File: src/logic/fia_pkg.sv
package fia_pkg;

  // ----------------------------------------------------------------
  // register map (byte offsets on the apb bus, one 32-bit word apart)
  // ----------------------------------------------------------------
  localparam logic [7:0] REG_CTRL     = 8'h00;
  localparam logic [7:0] REG_OPSEL    = 8'h04;
  localparam logic [7:0] REG_ADDR_HI  = 8'h08;
  localparam logic [7:0] REG_ADDR_LO  = 8'h0c;
  localparam logic [7:0] REG_DATA     = 8'h10;
  localparam logic [7:0] REG_KEY      = 8'h14;
  localparam logic [7:0] REG_STATUS   = 8'h18;

  // ----------------------------------------------------------------
  // field layout
  // ----------------------------------------------------------------
  localparam int CTRL_EN_BIT    = 7;
  localparam int SCALE_W        = 5;
  localparam int STAT_BUSY_BIT  = 0;
  localparam int STAT_REFUS_BIT = 1;
  localparam int ADDR_W         = 14;
  localparam int ADDR_HI_W      = 6;
  localparam int PAGE_BITS      = 9;
  localparam int PAGE_NUM_W     = 5;

  // ----------------------------------------------------------------
  // codes and sizes
  // ----------------------------------------------------------------
  localparam logic [7:0] KEY_FIRST   = 8'h46;
  localparam logic [7:0] KEY_SECOND  = 8'hb9;
  localparam logic [ADDR_W-1:0] FLASH_END = 14'h3e00;
  localparam logic [PAGE_BITS-1:0] PAGE_ZERO = 9'h000;
  localparam logic [7:0]  BYTE_ZERO  = 8'h00;
  localparam logic [31:0] WORD_ZERO  = 32'h0000_0000;

  typedef enum logic [1:0] {
    OP_STANDBY,
    OP_READ,
    OP_PROGRAM,
    OP_ERASE
  } fia_op_type;

  typedef enum logic [1:0] {
    SQ_IDLE,
    SQ_WAIT,
    SQ_ACCESS
  } fia_seq_state_type;

endpackage : fia_pkg

File: src/logic/fia_seq_if.sv
interface fia_seq_if;
  import fia_pkg::*;
  logic                      start;
  fia_op_type                op;
  logic [ADDR_W-1:0]         addr;
  logic [7:0]                wdata;
  logic [SCALE_W-1:0]        scale;
  logic                      done;
  logic [7:0]                rdata;

  modport ctrl (output start, op, addr, wdata, scale, input done, rdata);
  modport eng  (input start, op, addr, wdata, scale, output done, rdata);
endinterface : fia_seq_if

File: src/logic/fia_flash_access.sv
// The register offsets and the APB interface to the registers were left to the implementer.
module fia_flash_access
  import fia_pkg::*;
(
  // clock and reset
  input  wire logic                   pclk,
  input  wire logic                   presetn,
  // apb slave
  input  wire logic                   psel,
  input  wire logic                   penable,
  input  wire logic                   pwrite,
  input  wire logic [7:0]             paddr,
  input  wire logic [31:0]            pwdata,
  output logic [31:0]                 prdata,
  output logic                        pready,
  output logic                        pslverr,
  // factory options
  input  wire logic [2:0]             opt_loader_pages,
  input  wire logic [PAGE_NUM_W-1:0]  data_region_floor,
  // cpu side
  input  wire logic                   exec_in_loader,
  output logic                        cpu_stall,
  output logic                        irq_hold,
  // flash array
  output logic                        fl_req,
  output fia_op_type                  fl_cmd,
  output logic [ADDR_W-1:0]           fl_addr,
  output logic [7:0]                  fl_wdata,
  input  wire logic                   fl_ack,
  input  wire logic [7:0]             fl_rdata
);

  // ----------------------------------------------------------------
  // state
  // ----------------------------------------------------------------
  typedef struct packed {
    logic                 en;
    logic [SCALE_W-1:0]   scale;
    fia_op_type           op;
    logic [ADDR_HI_W-1:0] ahi;
    logic [7:0]           alo;
    logic [7:0]           data;
    logic                 busy;
    logic                 start;
    logic                 refused;
    logic [31:0]          prdata;
    logic                 slverr;
  } fia_top_type;

  fia_top_type s_r;
  fia_top_type s_nxt;

  fia_seq_if seq ();

  logic              key_wr;
  logic              key_ok;
  logic [ADDR_W-1:0] tgt_addr;
  logic [ADDR_W-1:0] loader_start;
  logic [ADDR_W-1:0] floor_addr;
  logic              in_range;
  logic              may_modify;
  logic              go;
  logic              setup_ph;
  logic              access_ph;

  // ----------------------------------------------------------------
  // decode helpers
  // ----------------------------------------------------------------
  function automatic logic reg_hit(input logic [7:0] a, input logic [7:0] off);
    reg_hit = (a == off);
  endfunction

  function automatic logic mapped(input logic [7:0] a);
    mapped = reg_hit(a, REG_CTRL) || reg_hit(a, REG_OPSEL) ||
             reg_hit(a, REG_ADDR_HI) || reg_hit(a, REG_ADDR_LO) ||
             reg_hit(a, REG_DATA) || reg_hit(a, REG_KEY) || reg_hit(a, REG_STATUS);
  endfunction

  // ----------------------------------------------------------------
  // region map: one array shared by all three regions
  // ----------------------------------------------------------------
  assign tgt_addr     = {s_r.ahi, s_r.alo};
  assign loader_start = FLASH_END -
                        ADDR_W'({opt_loader_pages, PAGE_ZERO});
  assign floor_addr   = {data_region_floor, PAGE_ZERO};
  assign in_range     = (tgt_addr < loader_start);
  // loader code may touch everything below itself, application code
  // only the data region
  assign may_modify   = exec_in_loader ? 1'b1 : (tgt_addr >= floor_addr);

  assign setup_ph  = psel && !penable;
  assign access_ph = psel && penable;
  assign key_wr    = access_ph && pwrite && reg_hit(paddr, REG_KEY);

  fia_key_unlock u_key (
    .pclk     (pclk),
    .presetn  (presetn),
    .key_wr   (key_wr),
    .key_byte (pwdata[7:0]),
    .enable   (s_r.en),
    .key_ok   (key_ok)
  );

  // ----------------------------------------------------------------
  // trigger qualification
  // ----------------------------------------------------------------
  always_comb begin
    go = 1'b0;
    if (key_ok && !s_r.busy && s_r.op != OP_STANDBY && in_range) begin
      go = (s_r.op == OP_READ) ? 1'b1 : may_modify;
    end
  end

  // ----------------------------------------------------------------
  // register file and control
  // ----------------------------------------------------------------
  always_comb begin
    s_nxt       = s_r;
    s_nxt.start = 1'b0;
    if (access_ph && pwrite && !s_r.busy) begin
      if (reg_hit(paddr, REG_CTRL)) begin
        s_nxt.en    = pwdata[CTRL_EN_BIT];
        s_nxt.scale = pwdata[SCALE_W-1:0];
      end
      if (reg_hit(paddr, REG_OPSEL)) begin
        s_nxt.op = fia_op_type'(pwdata[1:0]);
      end
      if (reg_hit(paddr, REG_ADDR_HI)) begin
        s_nxt.ahi = pwdata[ADDR_HI_W-1:0];
      end
      if (reg_hit(paddr, REG_ADDR_LO)) begin
        s_nxt.alo = pwdata[7:0];
      end
      if (reg_hit(paddr, REG_DATA)) begin
        s_nxt.data = pwdata[7:0];
      end
      if (reg_hit(paddr, REG_STATUS) && pwdata[STAT_REFUS_BIT]) begin
        s_nxt.refused = 1'b0;
      end
    end
    // a refused trigger raises the flag; set wins over the clear
    if (key_ok && !go) begin
      s_nxt.refused = 1'b1;
    end
    if (go) begin
      s_nxt.busy  = 1'b1;
      s_nxt.start = 1'b1;
    end
    if (seq.done) begin
      s_nxt.busy = 1'b0;
      if (s_r.op == OP_READ) begin
        s_nxt.data = seq.rdata;
      end
    end
    if (setup_ph) begin
      s_nxt.slverr = !mapped(paddr);
      s_nxt.prdata = WORD_ZERO;
      if (reg_hit(paddr, REG_CTRL)) begin
        s_nxt.prdata[CTRL_EN_BIT]   = s_r.en;
        s_nxt.prdata[SCALE_W-1:0]   = s_r.scale;
      end
      if (reg_hit(paddr, REG_OPSEL)) begin
        s_nxt.prdata[1:0] = s_r.op;
      end
      if (reg_hit(paddr, REG_ADDR_HI)) begin
        s_nxt.prdata[ADDR_HI_W-1:0] = s_r.ahi;
      end
      if (reg_hit(paddr, REG_ADDR_LO)) begin
        s_nxt.prdata[7:0] = s_r.alo;
      end
      if (reg_hit(paddr, REG_DATA)) begin
        s_nxt.prdata[7:0] = s_r.data;
      end
      if (reg_hit(paddr, REG_STATUS)) begin
        s_nxt.prdata[STAT_BUSY_BIT]  = s_r.busy;
        s_nxt.prdata[STAT_REFUS_BIT] = s_r.refused;
      end
    end
  end

  always_ff @(posedge pclk or negedge presetn) begin
    if (!presetn) begin
      s_r <= '0;
    end else begin
      s_r <= s_nxt;
    end
  end

  // ----------------------------------------------------------------
  // sequencer hookup
  // ----------------------------------------------------------------
  assign seq.start = s_r.start;
  assign seq.op    = s_r.op;
  assign seq.addr  = tgt_addr;
  assign seq.wdata = s_r.data;
  assign seq.scale = s_r.scale;

  fia_flash_seq u_seq (
    .pclk     (pclk),
    .presetn  (presetn),
    .seq      (seq),
    .fl_req   (fl_req),
    .fl_cmd   (fl_cmd),
    .fl_addr  (fl_addr),
    .fl_wdata (fl_wdata),
    .fl_ack   (fl_ack),
    .fl_rdata (fl_rdata)
  );

  // ----------------------------------------------------------------
  // outputs
  // ----------------------------------------------------------------
  // the stall covers the key acceptance cycle too, so the cpu never
  // runs ahead of the operation it just launched
  assign cpu_stall = go || s_r.busy;
  assign irq_hold  = cpu_stall;
  assign prdata    = s_r.prdata;
  assign pready    = 1'b1;
  assign pslverr   = s_r.slverr;

  // ----------------------------------------------------------------
  // checks
  // ----------------------------------------------------------------
  a_standby_no_start: assert property (@(posedge pclk) disable iff (!presetn)
    (key_ok && s_r.op == OP_STANDBY) |=> !s_r.busy)
    else $error("standby trigger started an operation");

  a_range_refused: assert property (@(posedge pclk) disable iff (!presetn)
    (key_ok && !in_range) |=> (!s_r.busy && s_r.refused))
    else $error("out of range trigger was not refused");

  a_app_data_only: assert property (@(posedge pclk) disable iff (!presetn)
    (key_ok && !exec_in_loader && s_r.op == OP_PROGRAM && tgt_addr < floor_addr)
      |=> !s_r.busy)
    else $error("application code modified outside data region");

  a_loader_app_ok: assert property (@(posedge pclk) disable iff (!presetn)
    (key_ok && !s_r.busy && exec_in_loader && s_r.op == OP_ERASE && in_range)
      |=> s_r.busy)
    else $error("loader erase of application region refused");

  a_stall_until_done: assert property (@(posedge pclk) disable iff (!presetn)
    (go || (s_r.busy && !seq.done)) |=> s_r.busy)
    else $error("cpu released before operation done");

  a_done_releases: assert property (@(posedge pclk) disable iff (!presetn)
    seq.done |=> !s_r.busy)
    else $error("cpu still stalled after operation done");

  a_read_lands_data: assert property (@(posedge pclk) disable iff (!presetn)
    (seq.done && s_r.op == OP_READ) |=> (s_r.data == $past(seq.rdata)))
    else $error("read byte not placed in data register");

  a_disabled_no_go: assert property (@(posedge pclk) disable iff (!presetn)
    !s_r.en |-> !go)
    else $error("operation started while disabled");

  a_app_data_ok: assert property (@(posedge pclk) disable iff (!presetn)
    (key_ok && !s_r.busy && !exec_in_loader && s_r.op == OP_PROGRAM && in_range &&
      tgt_addr >= floor_addr) |=> s_r.busy)
    else $error("application write to data region refused");

  a_read_in_range: assert property (@(posedge pclk) disable iff (!presetn)
    (key_ok && !s_r.busy && s_r.op == OP_READ && in_range) |=> s_r.busy)
    else $error("in range read refused");

  // ----------------------------------------------------------------
  // array-side checks; the window covers the slowest clock scale
  // ----------------------------------------------------------------
  a_target_reaches_array: assert property (@(posedge pclk) disable iff (!presetn)
    (go && s_r.op != OP_ERASE) |-> ##[3:40] (fl_req && fl_addr == tgt_addr))
    else $error("array cycle not at target address");

  a_erase_reaches_array: assert property (@(posedge pclk) disable iff (!presetn)
    (go && s_r.op == OP_ERASE) |-> ##[3:40]
      (fl_req && fl_cmd == OP_ERASE && fl_addr == {tgt_addr[ADDR_W-1:PAGE_BITS], PAGE_ZERO}))
    else $error("page erase not sent to page base");

endmodule : fia_flash_access

File: src/logic/fia_flash_seq.sv
module fia_flash_seq
  import fia_pkg::*;
(
  // clock and reset
  input  wire logic              pclk,
  input  wire logic              presetn,
  // request from control
  fia_seq_if.eng                 seq,
  // flash array port
  output logic                   fl_req,
  output fia_op_type             fl_cmd,
  output logic [ADDR_W-1:0]      fl_addr,
  output logic [7:0]             fl_wdata,
  input  wire logic              fl_ack,
  input  wire logic [7:0]        fl_rdata
);

  typedef struct packed {
    fia_seq_state_type  st;
    logic [SCALE_W-1:0] cnt;
    fia_op_type         op;
    fia_op_type         cmd;
    logic               req;
    logic [ADDR_W-1:0]  addr;
    logic [7:0]         wdata;
    logic [7:0]         fwdata;
    logic               done;
    logic [7:0]         rdata;
  } fia_sq_type;

  fia_sq_type s_r;
  fia_sq_type s_nxt;

  always_comb begin
    s_nxt      = s_r;
    s_nxt.done = 1'b0;
    unique case (s_r.st)
      SQ_IDLE: begin
        if (seq.start) begin
          s_nxt.st    = SQ_WAIT;
          s_nxt.cnt   = seq.scale;
          s_nxt.op    = seq.op;
          s_nxt.wdata = seq.wdata;
          // erase works on the whole page, low bits forced clear
          s_nxt.addr  = (seq.op == OP_ERASE) ?
                        {seq.addr[ADDR_W-1:PAGE_BITS], PAGE_ZERO} : seq.addr;
          // program first reads the old byte so bits can only fall
          s_nxt.cmd   = (seq.op == OP_PROGRAM) ? OP_READ : seq.op;
        end
      end
      SQ_WAIT: begin
        // scaled delay before each array cycle
        if (s_r.cnt == '0) begin
          s_nxt.req = 1'b1;
          s_nxt.st  = SQ_ACCESS;
        end else begin
          s_nxt.cnt = s_r.cnt - 1'b1;
        end
      end
      SQ_ACCESS: begin
        if (fl_ack) begin
          s_nxt.req = 1'b0;
          if (s_r.op == OP_PROGRAM && s_r.cmd == OP_READ) begin
            s_nxt.fwdata = fl_rdata & s_r.wdata;
            s_nxt.cmd    = OP_PROGRAM;
            s_nxt.cnt    = seq.scale;
            s_nxt.st     = SQ_WAIT;
          end else begin
            s_nxt.rdata = fl_rdata;
            s_nxt.done  = 1'b1;
            s_nxt.st    = SQ_IDLE;
          end
        end
      end
      default: s_nxt.st = SQ_IDLE;
    endcase
  end

  always_ff @(posedge pclk or negedge presetn) begin
    if (!presetn) begin
      s_r <= '0;
    end else begin
      s_r <= s_nxt;
    end
  end

  assign fl_req     = s_r.req;
  assign fl_cmd     = s_r.cmd;
  assign fl_addr    = s_r.addr;
  assign fl_wdata   = s_r.fwdata;
  assign seq.done   = s_r.done;
  assign seq.rdata  = s_r.rdata;

  a_prog_only_clears: assert property (@(posedge pclk) disable iff (!presetn)
    (fl_req && fl_cmd == OP_PROGRAM) |-> ((fl_wdata & ~s_r.wdata) == BYTE_ZERO))
    else $error("program would raise a bit");

  a_erase_page_base: assert property (@(posedge pclk) disable iff (!presetn)
    (fl_req && fl_cmd == OP_ERASE) |-> (fl_addr[PAGE_BITS-1:0] == PAGE_ZERO))
    else $error("erase address not page aligned");

endmodule : fia_flash_seq

File: src/logic/fia_key_unlock.sv
module fia_key_unlock
  import fia_pkg::*;
(
  // clock and reset
  input  wire logic       pclk,
  input  wire logic       presetn,
  // key port writes
  input  wire logic       key_wr,
  input  wire logic [7:0] key_byte,
  input  wire logic       enable,
  // result
  output logic            key_ok
);

  typedef struct packed {
    logic armed;
  } fia_key_state_type;

  fia_key_state_type s_r;
  fia_key_state_type s_nxt;

  always_comb begin
    s_nxt  = s_r;
    key_ok = 1'b0;
    if (!enable) begin
      s_nxt.armed = 1'b0;
    end else if (key_wr) begin
      key_ok      = s_r.armed && (key_byte == KEY_SECOND);
      s_nxt.armed = (key_byte == KEY_FIRST);
    end
  end

  always_ff @(posedge pclk or negedge presetn) begin
    if (!presetn) begin
      s_r <= '0;
    end else begin
      s_r <= s_nxt;
    end
  end

  a_key_needs_first: assert property (@(posedge pclk) disable iff (!presetn)
    $rose(s_r.armed) |-> $past(key_wr && key_byte == KEY_FIRST && enable))
    else $error("key armed without first key byte before");

  a_enable_disarms: assert property (@(posedge pclk) disable iff (!presetn)
    !enable |=> !s_r.armed)
    else $error("key stayed armed while disabled");

endmodule : fia_key_unlock

File: config.mk
export PLATFORM = sky130hd
export DESIGN_NAME = fia_flash_access
export DESIGN_NICKNAME = d
export VERILOG_FILES = /design/src/logic/fia_pkg.sv /design/src/logic/fia_seq_if.sv /design/src/logic/fia_flash_access.sv /design/src/logic/fia_flash_seq.sv /design/src/logic/fia_key_unlock.sv
export SDC_FILE = /design/constraint.sdc
export NUM_CORES = 1
export LEC_CHECK = 0
export BUFFER_PORTS_ARGS = -buffer_cell sky130_fd_sc_hd__clkbuf_2
export CAP_MARGIN = 20
export CORE_MARGIN = 3
export CORE_UTILIZATION = 54
export DETAILED_ROUTE_END_ITERATION = 12
export MAX_ROUTING_LAYER = met4
export PLACE_DENSITY = 0.91
export SLEW_MARGIN = 20
export SYNTH_ARGS = -nofsm -noshare
export SYNTH_HDL_FRONTEND = slang
export SYNTH_SLANG_ARGS = --single-unit
File: constraint.sdc
create_clock -name pclk -period 2.07 [get_ports pclk]
set_input_delay 0.207 -clock pclk [delete_from_list [all_inputs] [get_ports pclk]]
set_output_delay 0.207 -clock pclk [all_outputs]
set_load 0.02 [all_outputs]
==> qor.yml <==
outcome: "finished with violations"
violations: "negative setup slack"
cts_num_sinks: 94
finalHoldViolations: 0
die_width_um: 101.6
grt_pass1_vias: 3650
grt_overflow: 0
grt_max_degree: 43
core-area_um2: 8806
synth_enable_flop_cells: 0
skew_ns: 0.01164
crit_type: "reg -> out"
startpoint_type: "flip-flop"
syn_area_per_cell_um2: 10.97
dieArea_um2: 10320
ys_ff_latch: 94
netSwitchingPower_mw: 1.234
syn_to_final_growth_pct: 13.82
pre_cts_ws_ns: -0.03372
required_ns: 1.86
cts-root-buf: "clkbuf_8"
routabilityCongestion: 0.9156
synth.distinct_cells: 55
clkLatencyLatePin_ns: 0.36
p_per_area_nw_per_um2: 757.9
ios: 124
antenna_found_initial: 0
start_util: 0.5604
drt_pass1_iterations: 5
finalPower_mw: 4.257
ys_warn_count: 0
async_flop_share: 1.000
share_seq_of_total_power: 0.497
rsz0062_at_grt: "yes"
fmax_mhz: 404.0
via_per_inst: 5.769
whs_ns: 0.07350
maxCapViolCount: 0
grt_usage: 0.2377
clockBufferDepth: 2
power_frac_clock: 0.308
layout_commonest_cell: "dfrtp_1"
synth_top_flop_cell: "dfrtp_1"
first_iter_violations: 399
combPwrFrac: 0.195
worstHoldPathType: "in -> reg"
die_h_um: 101.6
final.period_utilization: 1.196
post_dp_cell_area_um2: 5259
cts_buffers: 9
setup_tns_ns: -0.8085
yosysSeqAreaShare: 0.4767
p_int_mw: 3.023
fin_area_um2: 5617
crit_path_max_fanout: 3
drv_slew: 0
drive_gt1_frac: 0.3454
final_nets: 599
final-setup-viol-count: 2
vias: 3663
row_count: 34
relSlewSlack: 0.5830
peakVddDrop_mv: 0.6739
antenna_cells: 0
cts.htree.levels: 3
critPathArrivalTime_ns: 2.27
endpoint_kind: "output pin"
routedWlPerCell_um: 18.18
layout_setup_ws_ns: -0.4049
drc_errors: 0
drtAntennaViolNets: 0
layout_common_cells: "dfrtp_1, clkbuf_2, nand2_1, buf_4, mux2_2"
grt_first_pass_wirelength_um: 18430
numPortBuffers: 74
period_needed_ns: 2.475
p_leak_nw: 2.817
path_clk_slew_ns: 0.09
cts_tree: "yes"
synth_area_um2: 4935
synthCells: 450
worst_pin_slew_ns: 0.6237
switching_share: 0.2898
place.detailed.hpwl_um: 8417
routed_wl_um: 11540
## cells by family after synthesis
family | synth area share
AOI/OAI and AO/OA | 0.1136
buffers and inverters | 0.1103
adders and majority gates | 0.03550
other | 0.001522
muxes | 0.1407
DFF | 0.4767
and+or+nand+nor | 0.1217
## power groups by stage
stage               registers [mW]  clock network, mW  logic [mW]
finish                        2.11               1.31       0.830
global route                  2.14               1.41       0.932
CTS                           2.11               1.34       0.824
detailed placement            2.15                  0       0.813
global placement              2.14                  0       0.764
floorplan                     2.12                  0       0.568
## area by class of cell
| cell class | count | area (µm²) |
|---|---|---|
| Fill cell | 667 | 3189 |
| Sequential cell | 94 | 2354 |
| Multi-Input combinational cell | 298 | 2212 |
| Timing Repair Buffer | 107 | 656.9 |
| Tap cell | 108 | 135.1 |
| Clock buffer | 10 | 127.6 |
| Clock inverter | 6 | 86.33 |
| Inverter | 12 | 45.04 |
## repair_timing
action                     CTS  global route
setup endpoints to repair    2             4
resized for setup           13             6
pin swaps                    3             7
hold buffers                 1             0
hold endpoints to repair    40             0
setup buffers                2             3
## synthesized netlist by cell type (2+ instances only)
library cell | n | area [µm²]
dfrtp_1 | 94 | 2352
buf_4 | 59 | 442.9
nand2_1 | 39 | 146.4
mux2_2 | 30 | 337.8
nor2_1 | 28 | 105.1
a21oi_1 | 22 | 110.1
o21ai_0 | 22 | 110.1
ha_1 | 14 | 175.2
a22o_1 | 12 | 105.1
inv_1 | 12 | 45.04
mux2_1 | 9 | 101.4
mux2i_1 | 9 | 90.09
o21ai_1 | 9 | 45.04
mux2_4 | 8 | 120.1
clkbuf_1 | 7 | 26.28
a22oi_1 | 6 | 45.04
nand3_1 | 5 | 25.02
nor4b_1 | 5 | 43.79
nand4_1 | 4 | 25.02
nor3_1 | 4 | 20.02
a32o_1 | 3 | 30.03
and2_1 | 3 | 18.77
and3_1 | 3 | 18.77
nand2b_1 | 3 | 18.77
nor4_1 | 3 | 18.77
a211oi_1 | 2 | 15.01
and2_4 | 2 | 17.52
buf_2 | 2 | 10.01
conb_1 | 2 | 7.510
mux4_2 | 2 | 45.04
nor2b_1 | 2 | 12.51
o22ai_1 | 2 | 12.51
## worst max-delay path: stages (launching register included)
cell and delay [ns]:
dfrtp_2 0.44, buf_6 0.13, ha_4 0.21, a21oi_4 0.12
a21oi_2 0.09, or3_4 0.42, o31ai_4 0.27, clkbuf_8 0.21
## through the flow
stage / std cells / util
finish: 635 / 0.6378
floorplan: 473 / -
global route: 635 / 0.6378
detailed placement: 613 / 0.5972
global placement: 613 / 0.5972
CTS: 632 / 0.6309
## final timing paths
path,depth (start not counted),endpoint,slack (ns),start
min reg2reg,2,u_seq.fl_wdata[4],0.49,u_seq.fl_wdata[4]
max in group asynchronous,3,s_r[55],1.04,presetn
min,3,u_seq.fl_wdata[4],0.07,fl_rdata[4]
max reg2reg,8,s_r[33],0.07,s_r[55]
max,7,irq_hold,-0.40,s_r[55]
min in group asynchronous,2,u_seq.fl_wdata[3],0.38,presetn
## registers in the layout, indices dropped and copies added, names as in the netlist, 2 cells and up
register         cells
seq.op               2
u_seq.fl_cmd         2
u_seq.s_r           17
u_seq.fl_wdata       8
u_seq.seq.rdata      8
s_r                 17
u_seq.fl_addr       14
prdata               8
seq.scale            5
seq.wdata            8
## routing by layer
layer | GRT usage | part of all wire | vias up
li1 | - | - | 1656
met1 | 0.3020 | 0.42 | 1809
met2 | 0.3833 | 0.50 | 165
met3 | 0.05647 | 0.061 | 33
met4 | 0.06339 | 0.024 | 0
met5 | - | 0 | -
Note: power is estimated with default switching activity, not from simulation.
